### config.mk
export PLATFORM = sky130hd
export DESIGN_NAME = acreg_control_bank
export DESIGN_NICKNAME = d
export VERILOG_FILES = /design/src/verilog/acreg_soft_step.v /design/src/verilog/acreg_control_bank.v
export VERILOG_INCLUDE_DIRS = /design/src /design/src/common
export SDC_FILE = /design/constraint.sdc
export NUM_CORES = 1
export LEC_CHECK = 0
export BUFFER_PORTS_ARGS = -buffer_cell sky130_fd_sc_hd__buf_4
export CORE_MARGIN = 5
export CORE_UTILIZATION = 35
export DETAILED_ROUTE_END_ITERATION = 16
export SLEW_MARGIN = 0
export SYNTH_ARGS = -nofsm -noshare
export SYNTH_HDL_FRONTEND = slang
export SYNTH_SLANG_ARGS = --single-unit
### constraint.sdc
create_clock -name core_clk_i -period 4.6 [get_ports core_clk_i]
set_input_delay 0.46 -clock core_clk_i [delete_from_list [all_inputs] [get_ports core_clk_i]]
set_output_delay 0.46 -clock core_clk_i [all_outputs]
set_load 0.005 [all_outputs]
### src/common/acreg_defs.vh
// acreg_defs.vh: register map, field positions, reset values and timing for the codec control bank
// assumes: included by the control bank and its soft-step helper
`ifndef ACREG_DEFS_VH
`define ACREG_DEFS_VH

// register word addresses carried in the serial command
`define ACREG_ADDR_W 6
`define ACREG_PATH_CFG_ADDR 6'h00
`define ACREG_GAIN_CFG_ADDR 6'h01

// audio_path_config field positions
`define ACREG_CORNER_HI 15
`define ACREG_CORNER_LO 14
`define ACREG_LSRC_HI 13
`define ACREG_LSRC_LO 12
`define ACREG_RSRC_HI 11
`define ACREG_RSRC_LO 10
`define ACREG_MIC_PREAMP_GAIN_SEL_HI 9
`define ACREG_MIC_PREAMP_GAIN_SEL_LO 8
`define ACREG_MCLK_HI 7
`define ACREG_MCLK_LO 6
`define ACREG_RATE_HI 5
`define ACREG_RATE_LO 2
`define ACREG_FMT_HI 1
`define ACREG_FMT_LO 0

// record_gain_config field positions
`define ACREG_LMUTE_BIT 15
`define ACREG_LGAIN_HI 14
`define ACREG_LGAIN_LO 8
`define ACREG_RMUTE_BIT 7
`define ACREG_RGAIN_HI 6
`define ACREG_RGAIN_LO 0

// reset values, gain floor and highest legal rate code
`define ACREG_PATH_CFG_RST 16'hc003
`define ACREG_GAIN_CFG_RST 16'hd7d7
`define ACREG_GAIN_MIN 7'h07
`define ACREG_GAIN_MAX_RATE 4'h8

// soft-step period: 20 us per half-dB step at 4 ns clock
`define ACREG_STEP_US 20
`define ACREG_CLK_NS 4
`define ACREG_STEP_CYCLES ((`ACREG_STEP_US * 1000) / `ACREG_CLK_NS)

`endif

### src/verilog/acreg_soft_step.v
// acreg_soft_step.v: one record channel's gain soft-stepper and hard-mute control
// assumes: step_tick_i is a one-cycle pulse from the same clock domain
`timescale 1ns/100ps
`default_nettype none
`include "acreg_defs.vh"

module acreg_soft_step (
    input wire core_clk_i,
    input wire reset_i,
    input wire step_tick_i,
    input wire mute_req_i,
    input wire [6:0] target_gain_i,
    output reg [6:0] applied_gain_o,
    output reg hard_mute_o
);
    wire mute_wanted;
    wire [6:0] goal;

    // a code under the floor behaves as a mute request; the stored code is untouched
    assign mute_wanted = mute_req_i | (target_gain_i < `ACREG_GAIN_MIN);
    assign goal = mute_wanted ? `ACREG_GAIN_MIN : target_gain_i;

    // one half-dB step per tick; mute closes only once the floor is reached, and
    // opens before stepping up, so no pop on either edge
    always @(posedge core_clk_i) begin
        if (reset_i) begin
            applied_gain_o <= 7'h07;
            hard_mute_o <= 1'b1;
        end else if (step_tick_i) begin
            if (mute_wanted && applied_gain_o == `ACREG_GAIN_MIN) begin
                hard_mute_o <= 1'b1;
            end else if (!mute_wanted && hard_mute_o) begin
                hard_mute_o <= 1'b0;
            end else if (applied_gain_o < goal) begin
                applied_gain_o <= applied_gain_o + 7'h01;
            end else if (applied_gain_o > goal) begin
                applied_gain_o <= applied_gain_o - 7'h01;
            end
        end
    end
endmodule

`default_nettype wire

### src/verilog/acreg_control_bank.v
// acreg_control_bank.v: audio codec control registers written over the serial control port
// assumes: serial clock, select and data come from the host pins, asynchronous to core_clk_i;
// command word is 16 bits (r/w, 6-bit address, 9 spare) followed by a 16-bit data word, msb first
// limitation: each ser_clk phase must last three core cycles or the synchronisers miss edges
// a frame cut short by select leaves every register as it was
//
// How it works
// - corner code picks dc-block filter response
// - left source code routes left converter input
// - right source code routes right converter input
// - mic gain codes give 0, 6, 12 dB
// - master clock ratio 256, 384, 512 Fs
// - four-bit rate code sets sample rate
// - format code selects justification and width
// - gain word holds mutes and seven-bit gains
// - gain spans -40 to +20 dB
// - hard mute ties input to common mode
// - gain codes 7f, 57, 07; below mutes
// - mute soft-steps down, keeps stored gain
`timescale 1ns/100ps
`default_nettype none
`include "acreg_defs.vh"

module acreg_control_bank #(
    parameter STEP_CYCLES = `ACREG_STEP_CYCLES
) (
    input wire core_clk_i,
    input wire reset_i,
    input wire ser_clk_i,
    input wire ser_sel_n_i,
    input wire ser_din_i,
    output reg ser_dout_o,
    output reg ser_dout_oe_n_o,
    output reg [1:0] dc_block_corner_sel_o,
    output reg filter_bypass_o,
    output reg [1:0] left_record_source_sel_o,
    output reg [1:0] right_record_source_sel_o,
    output reg [2:0] mic_preamp_gain_db_o,
    output reg [9:0] mclk_ratio_o,
    output reg [3:0] sample_rate_code_o,
    output reg rate_code_invalid_o,
    output reg [1:0] audio_word_format_sel_o,
    output reg [6:0] left_applied_gain_o,
    output reg [6:0] right_applied_gain_o,
    output reg left_common_mode_tie_o,
    output reg right_common_mode_tie_o
);
    localparam ST_IDLE = 2'd0;
    localparam ST_CMD = 2'd1;
    localparam ST_DATA = 2'd2;
    localparam ST_DONE = 2'd3;

    // preamp gain codes: 12 dB cannot be held as a three-bit dB count, so it is sent as 4
    localparam [2:0] MIC_GAIN_0DB = 3'd0;
    localparam [2:0] MIC_GAIN_6DB = 3'd6;
    localparam [2:0] MIC_GAIN_12DB = 3'd4;

    // master clock ratios as plain multiples of the sample rate
    localparam [9:0] RATIO_256 = 10'd256;
    localparam [9:0] RATIO_384 = 10'd384;
    localparam [9:0] RATIO_512 = 10'd512;

    // two-stage synchronisers plus a clock history stage; stage one is never read by logic
    reg [2:0] sclk_sync_reg;
    reg [1:0] sel_sync_reg;
    reg [1:0] din_sync_reg;
    reg [1:0] state_reg;
    reg [1:0] state_next;
    reg [4:0] bit_cnt_reg;
    reg [15:0] shift_reg;
    reg [15:0] cmd_reg;
    reg [15:0] rd_shift_reg;
    reg [15:0] path_cfg_reg;
    reg [15:0] gain_cfg_reg;
    reg [31:0] tick_cnt_reg;
    reg step_tick_reg;
    wire sclk_rise;
    wire sclk_fall;
    wire sel_active;
    wire [6:0] left_gain;
    wire [6:0] right_gain;
    wire left_mute;
    wire right_mute;
    wire [15:0] word_in;
    wire word_end;
    wire [1:0] corner_code;
    wire [3:0] rate_code;

    // returns the selected register word
    function [15:0] read_mux;
        input [5:0] addr;
        input [15:0] path_word;
        input [15:0] gain_word;
        begin
            case (addr)
                `ACREG_PATH_CFG_ADDR: read_mux = path_word;
                `ACREG_GAIN_CFG_ADDR: read_mux = gain_word;
                default: read_mux = 16'h0000;
            endcase
        end
    endfunction

    // preamp gain code to its output code
    function [2:0] mic_gain_decode;
        input [1:0] code;
        begin
            case (code)
                2'b10: mic_gain_decode = MIC_GAIN_6DB;
                2'b11: mic_gain_decode = MIC_GAIN_12DB;
                default: mic_gain_decode = MIC_GAIN_0DB;
            endcase
        end
    endfunction

    // master clock ratio code to its multiple; code 11 repeats the default
    function [9:0] ratio_decode;
        input [1:0] code;
        begin
            case (code)
                2'b01: ratio_decode = RATIO_384;
                2'b10: ratio_decode = RATIO_512;
                default: ratio_decode = RATIO_256;
            endcase
        end
    endfunction

    // link clock: two sync stages plus one history stage for edge detection;
    // resets to the idle low level so no false edge follows reset
    always @(posedge core_clk_i) begin
        if (reset_i) begin
            sclk_sync_reg <= 3'b000;
        end else begin
            sclk_sync_reg <= {sclk_sync_reg[1:0], ser_clk_i};
        end
    end

    // select: resets to the deselected level so no frame starts out of reset
    always @(posedge core_clk_i) begin
        if (reset_i) begin
            sel_sync_reg <= 2'b11;
        end else begin
            sel_sync_reg <= {sel_sync_reg[0], ser_sel_n_i};
        end
    end

    // data: same two stages as the clock so a bit and its edge stay aligned
    always @(posedge core_clk_i) begin
        if (reset_i) begin
            din_sync_reg <= 2'b00;
        end else begin
            din_sync_reg <= {din_sync_reg[0], ser_din_i};
        end
    end

    // edge detection uses stage two and a third history stage, never stage one
    assign sclk_rise = sclk_sync_reg[1] & ~sclk_sync_reg[2];
    assign sclk_fall = ~sclk_sync_reg[1] & sclk_sync_reg[2];
    assign sel_active = ~sel_sync_reg[1];

    // the word as it stands once the current bit is in; a word ends on its sixteenth rising edge
    assign word_in = {shift_reg[14:0], din_sync_reg[1]};
    assign word_end = sclk_rise && bit_cnt_reg == 5'd15;

    // frame sequencing: command word then data word; select going high aborts
    always @* begin
        state_next = state_reg;
        case (state_reg)
            ST_IDLE: if (sel_active) state_next = ST_CMD;
            ST_CMD: if (!sel_active) state_next = ST_IDLE;
                else if (word_end) state_next = ST_DATA;
            ST_DATA: if (!sel_active) state_next = ST_IDLE;
                else if (word_end) state_next = ST_DONE;
            ST_DONE: if (!sel_active) state_next = ST_IDLE;
            default: state_next = ST_IDLE;
        endcase
    end

    // serial shifter and register writes; the host drives the writes, gain changes are stepped below
    always @(posedge core_clk_i) begin
        if (reset_i) begin
            state_reg <= ST_IDLE;
            bit_cnt_reg <= 5'd0;
            shift_reg <= 16'h0000;
            cmd_reg <= 16'h0000;
            rd_shift_reg <= 16'h0000;
            path_cfg_reg <= `ACREG_PATH_CFG_RST;
            gain_cfg_reg <= `ACREG_GAIN_CFG_RST;
            ser_dout_o <= 1'b0;
            ser_dout_oe_n_o <= 1'b1;
        end else begin
            state_reg <= state_next;
            if (state_reg == ST_IDLE || !sel_active) begin
                bit_cnt_reg <= 5'd0;
                ser_dout_oe_n_o <= 1'b1;
            end else if (sclk_rise && state_reg != ST_DONE) begin
                shift_reg <= word_in;
                bit_cnt_reg <= (bit_cnt_reg == 5'd15) ? 5'd0 : bit_cnt_reg + 5'd1;
                if (bit_cnt_reg == 5'd15 && state_reg == ST_CMD) begin
                    cmd_reg <= word_in;
                    rd_shift_reg <= read_mux(shift_reg[13:8], path_cfg_reg, gain_cfg_reg);
                end
                if (bit_cnt_reg == 5'd15 && state_reg == ST_DATA && !cmd_reg[15]) begin
                    case (cmd_reg[14:9])
                        `ACREG_PATH_CFG_ADDR: path_cfg_reg <= word_in;
                        `ACREG_GAIN_CFG_ADDR: gain_cfg_reg <= word_in;
                        default: ;
                    endcase
                end
            end else if (sclk_fall && state_reg == ST_DATA && cmd_reg[15]) begin
                // read data leaves msb first on falling edges while the host samples on rising
                ser_dout_o <= rd_shift_reg[15];
                rd_shift_reg <= {rd_shift_reg[14:0], 1'b0};
                ser_dout_oe_n_o <= 1'b0;
            end
        end
    end

    // free-running step timer; every channel steps on the same tick
    always @(posedge core_clk_i) begin
        if (reset_i) begin
            tick_cnt_reg <= 32'd0;
            step_tick_reg <= 1'b0;
        end else if (tick_cnt_reg == STEP_CYCLES - 1) begin
            tick_cnt_reg <= 32'd0;
            step_tick_reg <= 1'b1;
        end else begin
            tick_cnt_reg <= tick_cnt_reg + 32'd1;
            step_tick_reg <= 1'b0;
        end
    end

    // field extraction from the gain word
    assign left_mute = gain_cfg_reg[`ACREG_LMUTE_BIT];
    assign left_gain = gain_cfg_reg[`ACREG_LGAIN_HI:`ACREG_LGAIN_LO];
    assign right_mute = gain_cfg_reg[`ACREG_RMUTE_BIT];
    assign right_gain = gain_cfg_reg[`ACREG_RGAIN_HI:`ACREG_RGAIN_LO];

    // path fields read by more than one output
    assign corner_code = path_cfg_reg[`ACREG_CORNER_HI:`ACREG_CORNER_LO];
    assign rate_code = path_cfg_reg[`ACREG_RATE_HI:`ACREG_RATE_LO];

    wire [6:0] left_step_gain;
    wire [6:0] right_step_gain;
    wire left_step_mute;
    wire right_step_mute;

    acreg_soft_step u_left_step (
        .core_clk_i(core_clk_i),
        .reset_i(reset_i),
        .step_tick_i(step_tick_reg),
        .mute_req_i(left_mute),
        .target_gain_i(left_gain),
        .applied_gain_o(left_step_gain),
        .hard_mute_o(left_step_mute)
    );

    acreg_soft_step u_right_step (
        .core_clk_i(core_clk_i),
        .reset_i(reset_i),
        .step_tick_i(step_tick_reg),
        .mute_req_i(right_mute),
        .target_gain_i(right_gain),
        .applied_gain_o(right_step_gain),
        .hard_mute_o(right_step_mute)
    );

    // path field outputs, all registered so the analog side sees clean levels
    always @(posedge core_clk_i) begin
        if (reset_i) begin
            dc_block_corner_sel_o <= 2'b11;
            filter_bypass_o <= 1'b0;
            left_record_source_sel_o <= 2'b00;
            right_record_source_sel_o <= 2'b00;
            mic_preamp_gain_db_o <= MIC_GAIN_0DB;
            mclk_ratio_o <= RATIO_256;
            sample_rate_code_o <= 4'h0;
            rate_code_invalid_o <= 1'b0;
            audio_word_format_sel_o <= 2'b11;
        end else begin
            dc_block_corner_sel_o <= corner_code;
            filter_bypass_o <= corner_code == 2'b00;
            left_record_source_sel_o <= path_cfg_reg[`ACREG_LSRC_HI:`ACREG_LSRC_LO];
            right_record_source_sel_o <= path_cfg_reg[`ACREG_RSRC_HI:`ACREG_RSRC_LO];
            mic_preamp_gain_db_o <= mic_gain_decode(path_cfg_reg[`ACREG_MIC_PREAMP_GAIN_SEL_HI:`ACREG_MIC_PREAMP_GAIN_SEL_LO]);
            mclk_ratio_o <= ratio_decode(path_cfg_reg[`ACREG_MCLK_HI:`ACREG_MCLK_LO]);
            sample_rate_code_o <= rate_code;
            // flag only; the host must not write these codes, and the code still passes through
            rate_code_invalid_o <= rate_code > `ACREG_GAIN_MAX_RATE;
            audio_word_format_sel_o <= path_cfg_reg[`ACREG_FMT_HI:`ACREG_FMT_LO];
        end
    end

    // stepped gains and mute ties; one more register stage after the steppers
    always @(posedge core_clk_i) begin
        if (reset_i) begin
            left_applied_gain_o <= 7'h07;
            right_applied_gain_o <= 7'h07;
            left_common_mode_tie_o <= 1'b1;
            right_common_mode_tie_o <= 1'b1;
        end else begin
            left_applied_gain_o <= left_step_gain;
            right_applied_gain_o <= right_step_gain;
            left_common_mode_tie_o <= left_step_mute;
            right_common_mode_tie_o <= right_step_mute;
        end
    end
endmodule

`default_nettype wire

==> results.sh <==
export IMPL_status="finished, final reports clean"
export IMPL_netSwitchingFraction_pct=21.89
export IMPL_final_net_count=877
export IMPL_cellPowerDensity_nw_per_um2=351.1
export IMPL_die_w_um=155.6
export IMPL_synth_ff_latch_count=170
export IMPL_die_height_um=155.6
export IMPL_cts_sinks=170
export IMPL_cts_post_setup_buffers_inserted=0
export IMPL_place_detailed_instances=1100
export IMPL_start_util_pct=35.41
export IMPL_worstPathArrival_ns=3.79
export IMPL_critical_path_max_fanout=5
export IMPL_synth_avg_cell_area_um2=9.070
export IMPL_finalSetupViolCount=0
export IMPL_synth_top_cells_by_area="sky130_fd_sc_hd__dfxtp_1, sky130_fd_sc_hd__nor2_1, sky130_fd_sc_hd__mux2i_1"
export IMPL_layout_cells_most_common="sky130_fd_sc_hd__dfxtp_1"
export IMPL_power_share_combinational_pct=1.4
export IMPL_irDropWorstVdd_mv=0.2166
export IMPL_period_minus_slack_ns=3.409
export IMPL_ys_flop_type="sky130_fd_sc_hd__dfxtp_1"
export IMPL_area_growth_pct=14.27
export IMPL_cts_hold_repair_buffers=0
export IMPL_worstPathRequired_ns=4.98
export IMPL_num_antenna_cells=0
export IMPL_drt_pre_antenna_iters=5
export IMPL_layout_worst_path_cycle_share_pct=74.10
export IMPL_post_cts_resize_count=0
export IMPL_grt_start_max_net_pins=55
export IMPL_grt_util_met1_pct=16.70
export IMPL_clk_pin_slew_ns=0.07
export IMPL_yosysTopAreaCellShare_pct=45.87
export IMPL_post_layout_nonfiller_instances=1132
export IMPL_slew_headroom_pct=22.19
export IMPL_first_global_vias=5187
export IMPL_post_synth_edffs=0
export IMPL_timing_clock_skew_ns=0.01346
export IMPL_timing_critical_path_to_type="flip-flop"
export IMPL_hold_viol=0
export IMPL_total_of_buffers_placed_on_input_and_output_ports=41
export IMPL_detail_route_iter0_violations=280
export IMPL_p_leak_nw=3.194
export IMPL_fin_tns_setup_ns=0
export IMPL_unrepaired_setup_endpoints_after_global_routing="no"
export IMPL_post_drt_via_cell_ratio=4.770
export IMPL_netlist_cell_type_count=58
export IMPL_grtUsageMet2_pct=21.09
export IMPL_global_route_wire_length_before_repair_um=25460
export IMPL_power_internal_mw=2.325
export IMPL_tightestPinTransition_ns=1.166
export IMPL_place_gp_congestion=0.8106
export IMPL_routed_via_count=5400
export IMPL_post_route_drc_count=0
export IMPL_htree_levels=4
export IMPL_cts_tree="yes"
export IMPL_global_route_peak_usage_layer="met2"
export IMPL_overall_global_routing_resource_usage_pct=12.85
export IMPL_grt_antenna_before_repair=0
export IMPL_floorplan_rows=53
export IMPL_dp_hpwl_um=9999
export IMPL_grtUsageMet3_pct=2.635
export IMPL_clockPowerShare_pct=48.8
export IMPL_cp_start_kind="flip-flop"
export IMPL_wire_per_inst_um=13.26
export IMPL_cts_root_buf="sky130_fd_sc_hd__clkbuf_16"
export IMPL_design_power_total_mw=2.976
export IMPL_report_final_slew_viol_count=0
export IMPL_clock_tree_buffer_depth=2
export IMPL_path_class="flip-flop to flip-flop"
export IMPL_max_freq_ghz=0.2934
export IMPL_commonest_cells_after_routing_fill_and_taps_aside="sky130_fd_sc_hd__dfxtp_1, sky130_fd_sc_hd__nor2_1, sky130_fd_sc_hd__nand2_1, sky130_fd_sc_hd__a21oi_1, sky130_fd_sc_hd__mux2i_1"
export IMPL_synth_async_reset_ratio_pct=0
export IMPL_cell_count_after_synthesis=818
export IMPL_ys_seq_area_share_pct=45.87
export IMPL_numCtsBuffers=17
export IMPL_coreArea_um2=20960
export IMPL_final_layout_size_suffix_gt1_share_pct=12.37
export IMPL_whs_ns=0.2126
export IMPL_drt_total_wl_um=15010
export IMPL_clock_insertion_delay_worst_skew_ns=0.44
export IMPL_largest_register_ffs=32
export IMPL_fp_dieArea_um2=24210
export IMPL_total_switching_power_mw=0.6516
export IMPL_ios=50
export IMPL_gr_total_overflow=0
export IMPL_netlist_area_um2=7420
export IMPL_post_synth_top_area_cell="sky130_fd_sc_hd__dfxtp_1"
export IMPL_detail_route_antenna_nets=0
export IMPL_worstHoldPathType="primary input to flip-flop"
export IMPL_number_of_max_capacitance_violations_reported=0
export IMPL_yosysWarningCount=0
export IMPL_power_share_sequential_pct=49.7
-- power groups by stage --
stage	registers, mW	logic [mW]	clock network [mW]
final	1.48	0.0419	1.45
after global routing	1.48	0.0478	1.55
after CTS	1.48	0.0431	1.49
after detailed placement	1.51	0.0429	0
after global placement	1.51	0.0426	0
after floorplan	1.51	0.0372	0
-- area by class of cell --
type,instances,area (um2)
fill,2142,12480
multi-input combinational,585,3701
sequential,170,3403
clock buffer,21,460.4
timing repair buffer,46,345.3
tap,275,344.1
clock inverter,11,133.9
inverter,24,90.09
-- worst max-delay path: stages, from the launching register on --
cell	delay [ns]
sky130_fd_sc_hd__dfxtp_1	0.35
sky130_fd_sc_hd__nor4_4	0.35
sky130_fd_sc_hd__nor3_1	0.10
sky130_fd_sc_hd__ha_1	0.31
sky130_fd_sc_hd__a21oi_1	0.14
sky130_fd_sc_hd__nand2_1	0.08
sky130_fd_sc_hd__a21oi_1	0.31
sky130_fd_sc_hd__inv_1	0.18
sky130_fd_sc_hd__ha_1	0.35
sky130_fd_sc_hd__nor2b_1	0.17
sky130_fd_sc_hd__o31a_1	0.26
sky130_fd_sc_hd__o22ai_1	0.17
sky130_fd_sc_hd__xnor2_1	0.10
sky130_fd_sc_hd__or4_1	0.41
sky130_fd_sc_hd__nand2_1	0.08
-- synth_stat cells (3+ instances only) --
library cell               count
sky130_fd_sc_hd__buf_2         4
sky130_fd_sc_hd__dfxtp_1     170
sky130_fd_sc_hd__nand2b_1     13
sky130_fd_sc_hd__mux2i_1      47
sky130_fd_sc_hd__and4_1        4
sky130_fd_sc_hd__nor4_1        9
sky130_fd_sc_hd__ha_1         26
sky130_fd_sc_hd__xor2_1       17
sky130_fd_sc_hd__nor2_1      138
sky130_fd_sc_hd__o21ai_0       8
sky130_fd_sc_hd__or3_1         3
sky130_fd_sc_hd__a211o_1      20
sky130_fd_sc_hd__nand4_1      11
sky130_fd_sc_hd__nand3_1      17
sky130_fd_sc_hd__nand2_1      62
sky130_fd_sc_hd__clkbuf_1     26
sky130_fd_sc_hd__buf_4        11
sky130_fd_sc_hd__a21o_1        3
sky130_fd_sc_hd__a21oi_1      55
sky130_fd_sc_hd__inv_1        24
sky130_fd_sc_hd__a211oi_1     16
sky130_fd_sc_hd__and2_1        4
sky130_fd_sc_hd__and3_1        3
sky130_fd_sc_hd__nor2b_1      32
sky130_fd_sc_hd__xnor2_1      25
sky130_fd_sc_hd__nor3_1       13
sky130_fd_sc_hd__or2_2        18
-- cells by family (layout without fill, tap and decap cells) --
logic type               count (synthesis)  in the layout  synth area share [%]
AND/OR/NAND/NOR                        344            344                 23.00
flip-flops                             170            170                 45.87
AO/OA/AOI/OAI                          115            115                 10.07
buffers and inverters                   70            102                 4.637
multiplexers                            48             48                 6.492
XOR/XNOR                                42             42                 4.958
adder cells (fa/ha/maj)                 28             28                 4.924
other                                    1              8               0.05054
-- worst paths after layout --
kind	depth (start not counted)	slack (ns)	end	startpoint
max	14	1.19	u_right_step.applied_gain_o[6]	gain_cfg_reg[3]
min	2	0.21	sel_sync_reg[0]	ser_sel_n_i
max reg2reg	14	1.19	u_right_step.applied_gain_o[6]	gain_cfg_reg[3]
min reg2reg	1	0.43	sel_sync_reg[1]	sel_sync_reg[0]
-- through the flow --
| step | setup WS [ns] | utilization (%) | area, um2 |
|---|---|---|---|
| finish | 1.191 | 40.46 | 8478 |
| global route | 0.8927 | 40.46 | 8478 |
| CTS | 1.195 | 40.46 | 8478 |
| detailed placement | 1.208 | 37.62 | 7884 |
| global placement | 1.300 | 37.62 | 7884 |
| floorplan | 1.522 | - | 7446 |
-- per-layer routing --
layer,vias to the layer above,wire [um]
li1,2834,-
met3,20,455
met4,0,225
met1,2485,7154
met5,-,0
met2,61,7170
No activity file was read; power rests on OpenSTA's default activity.
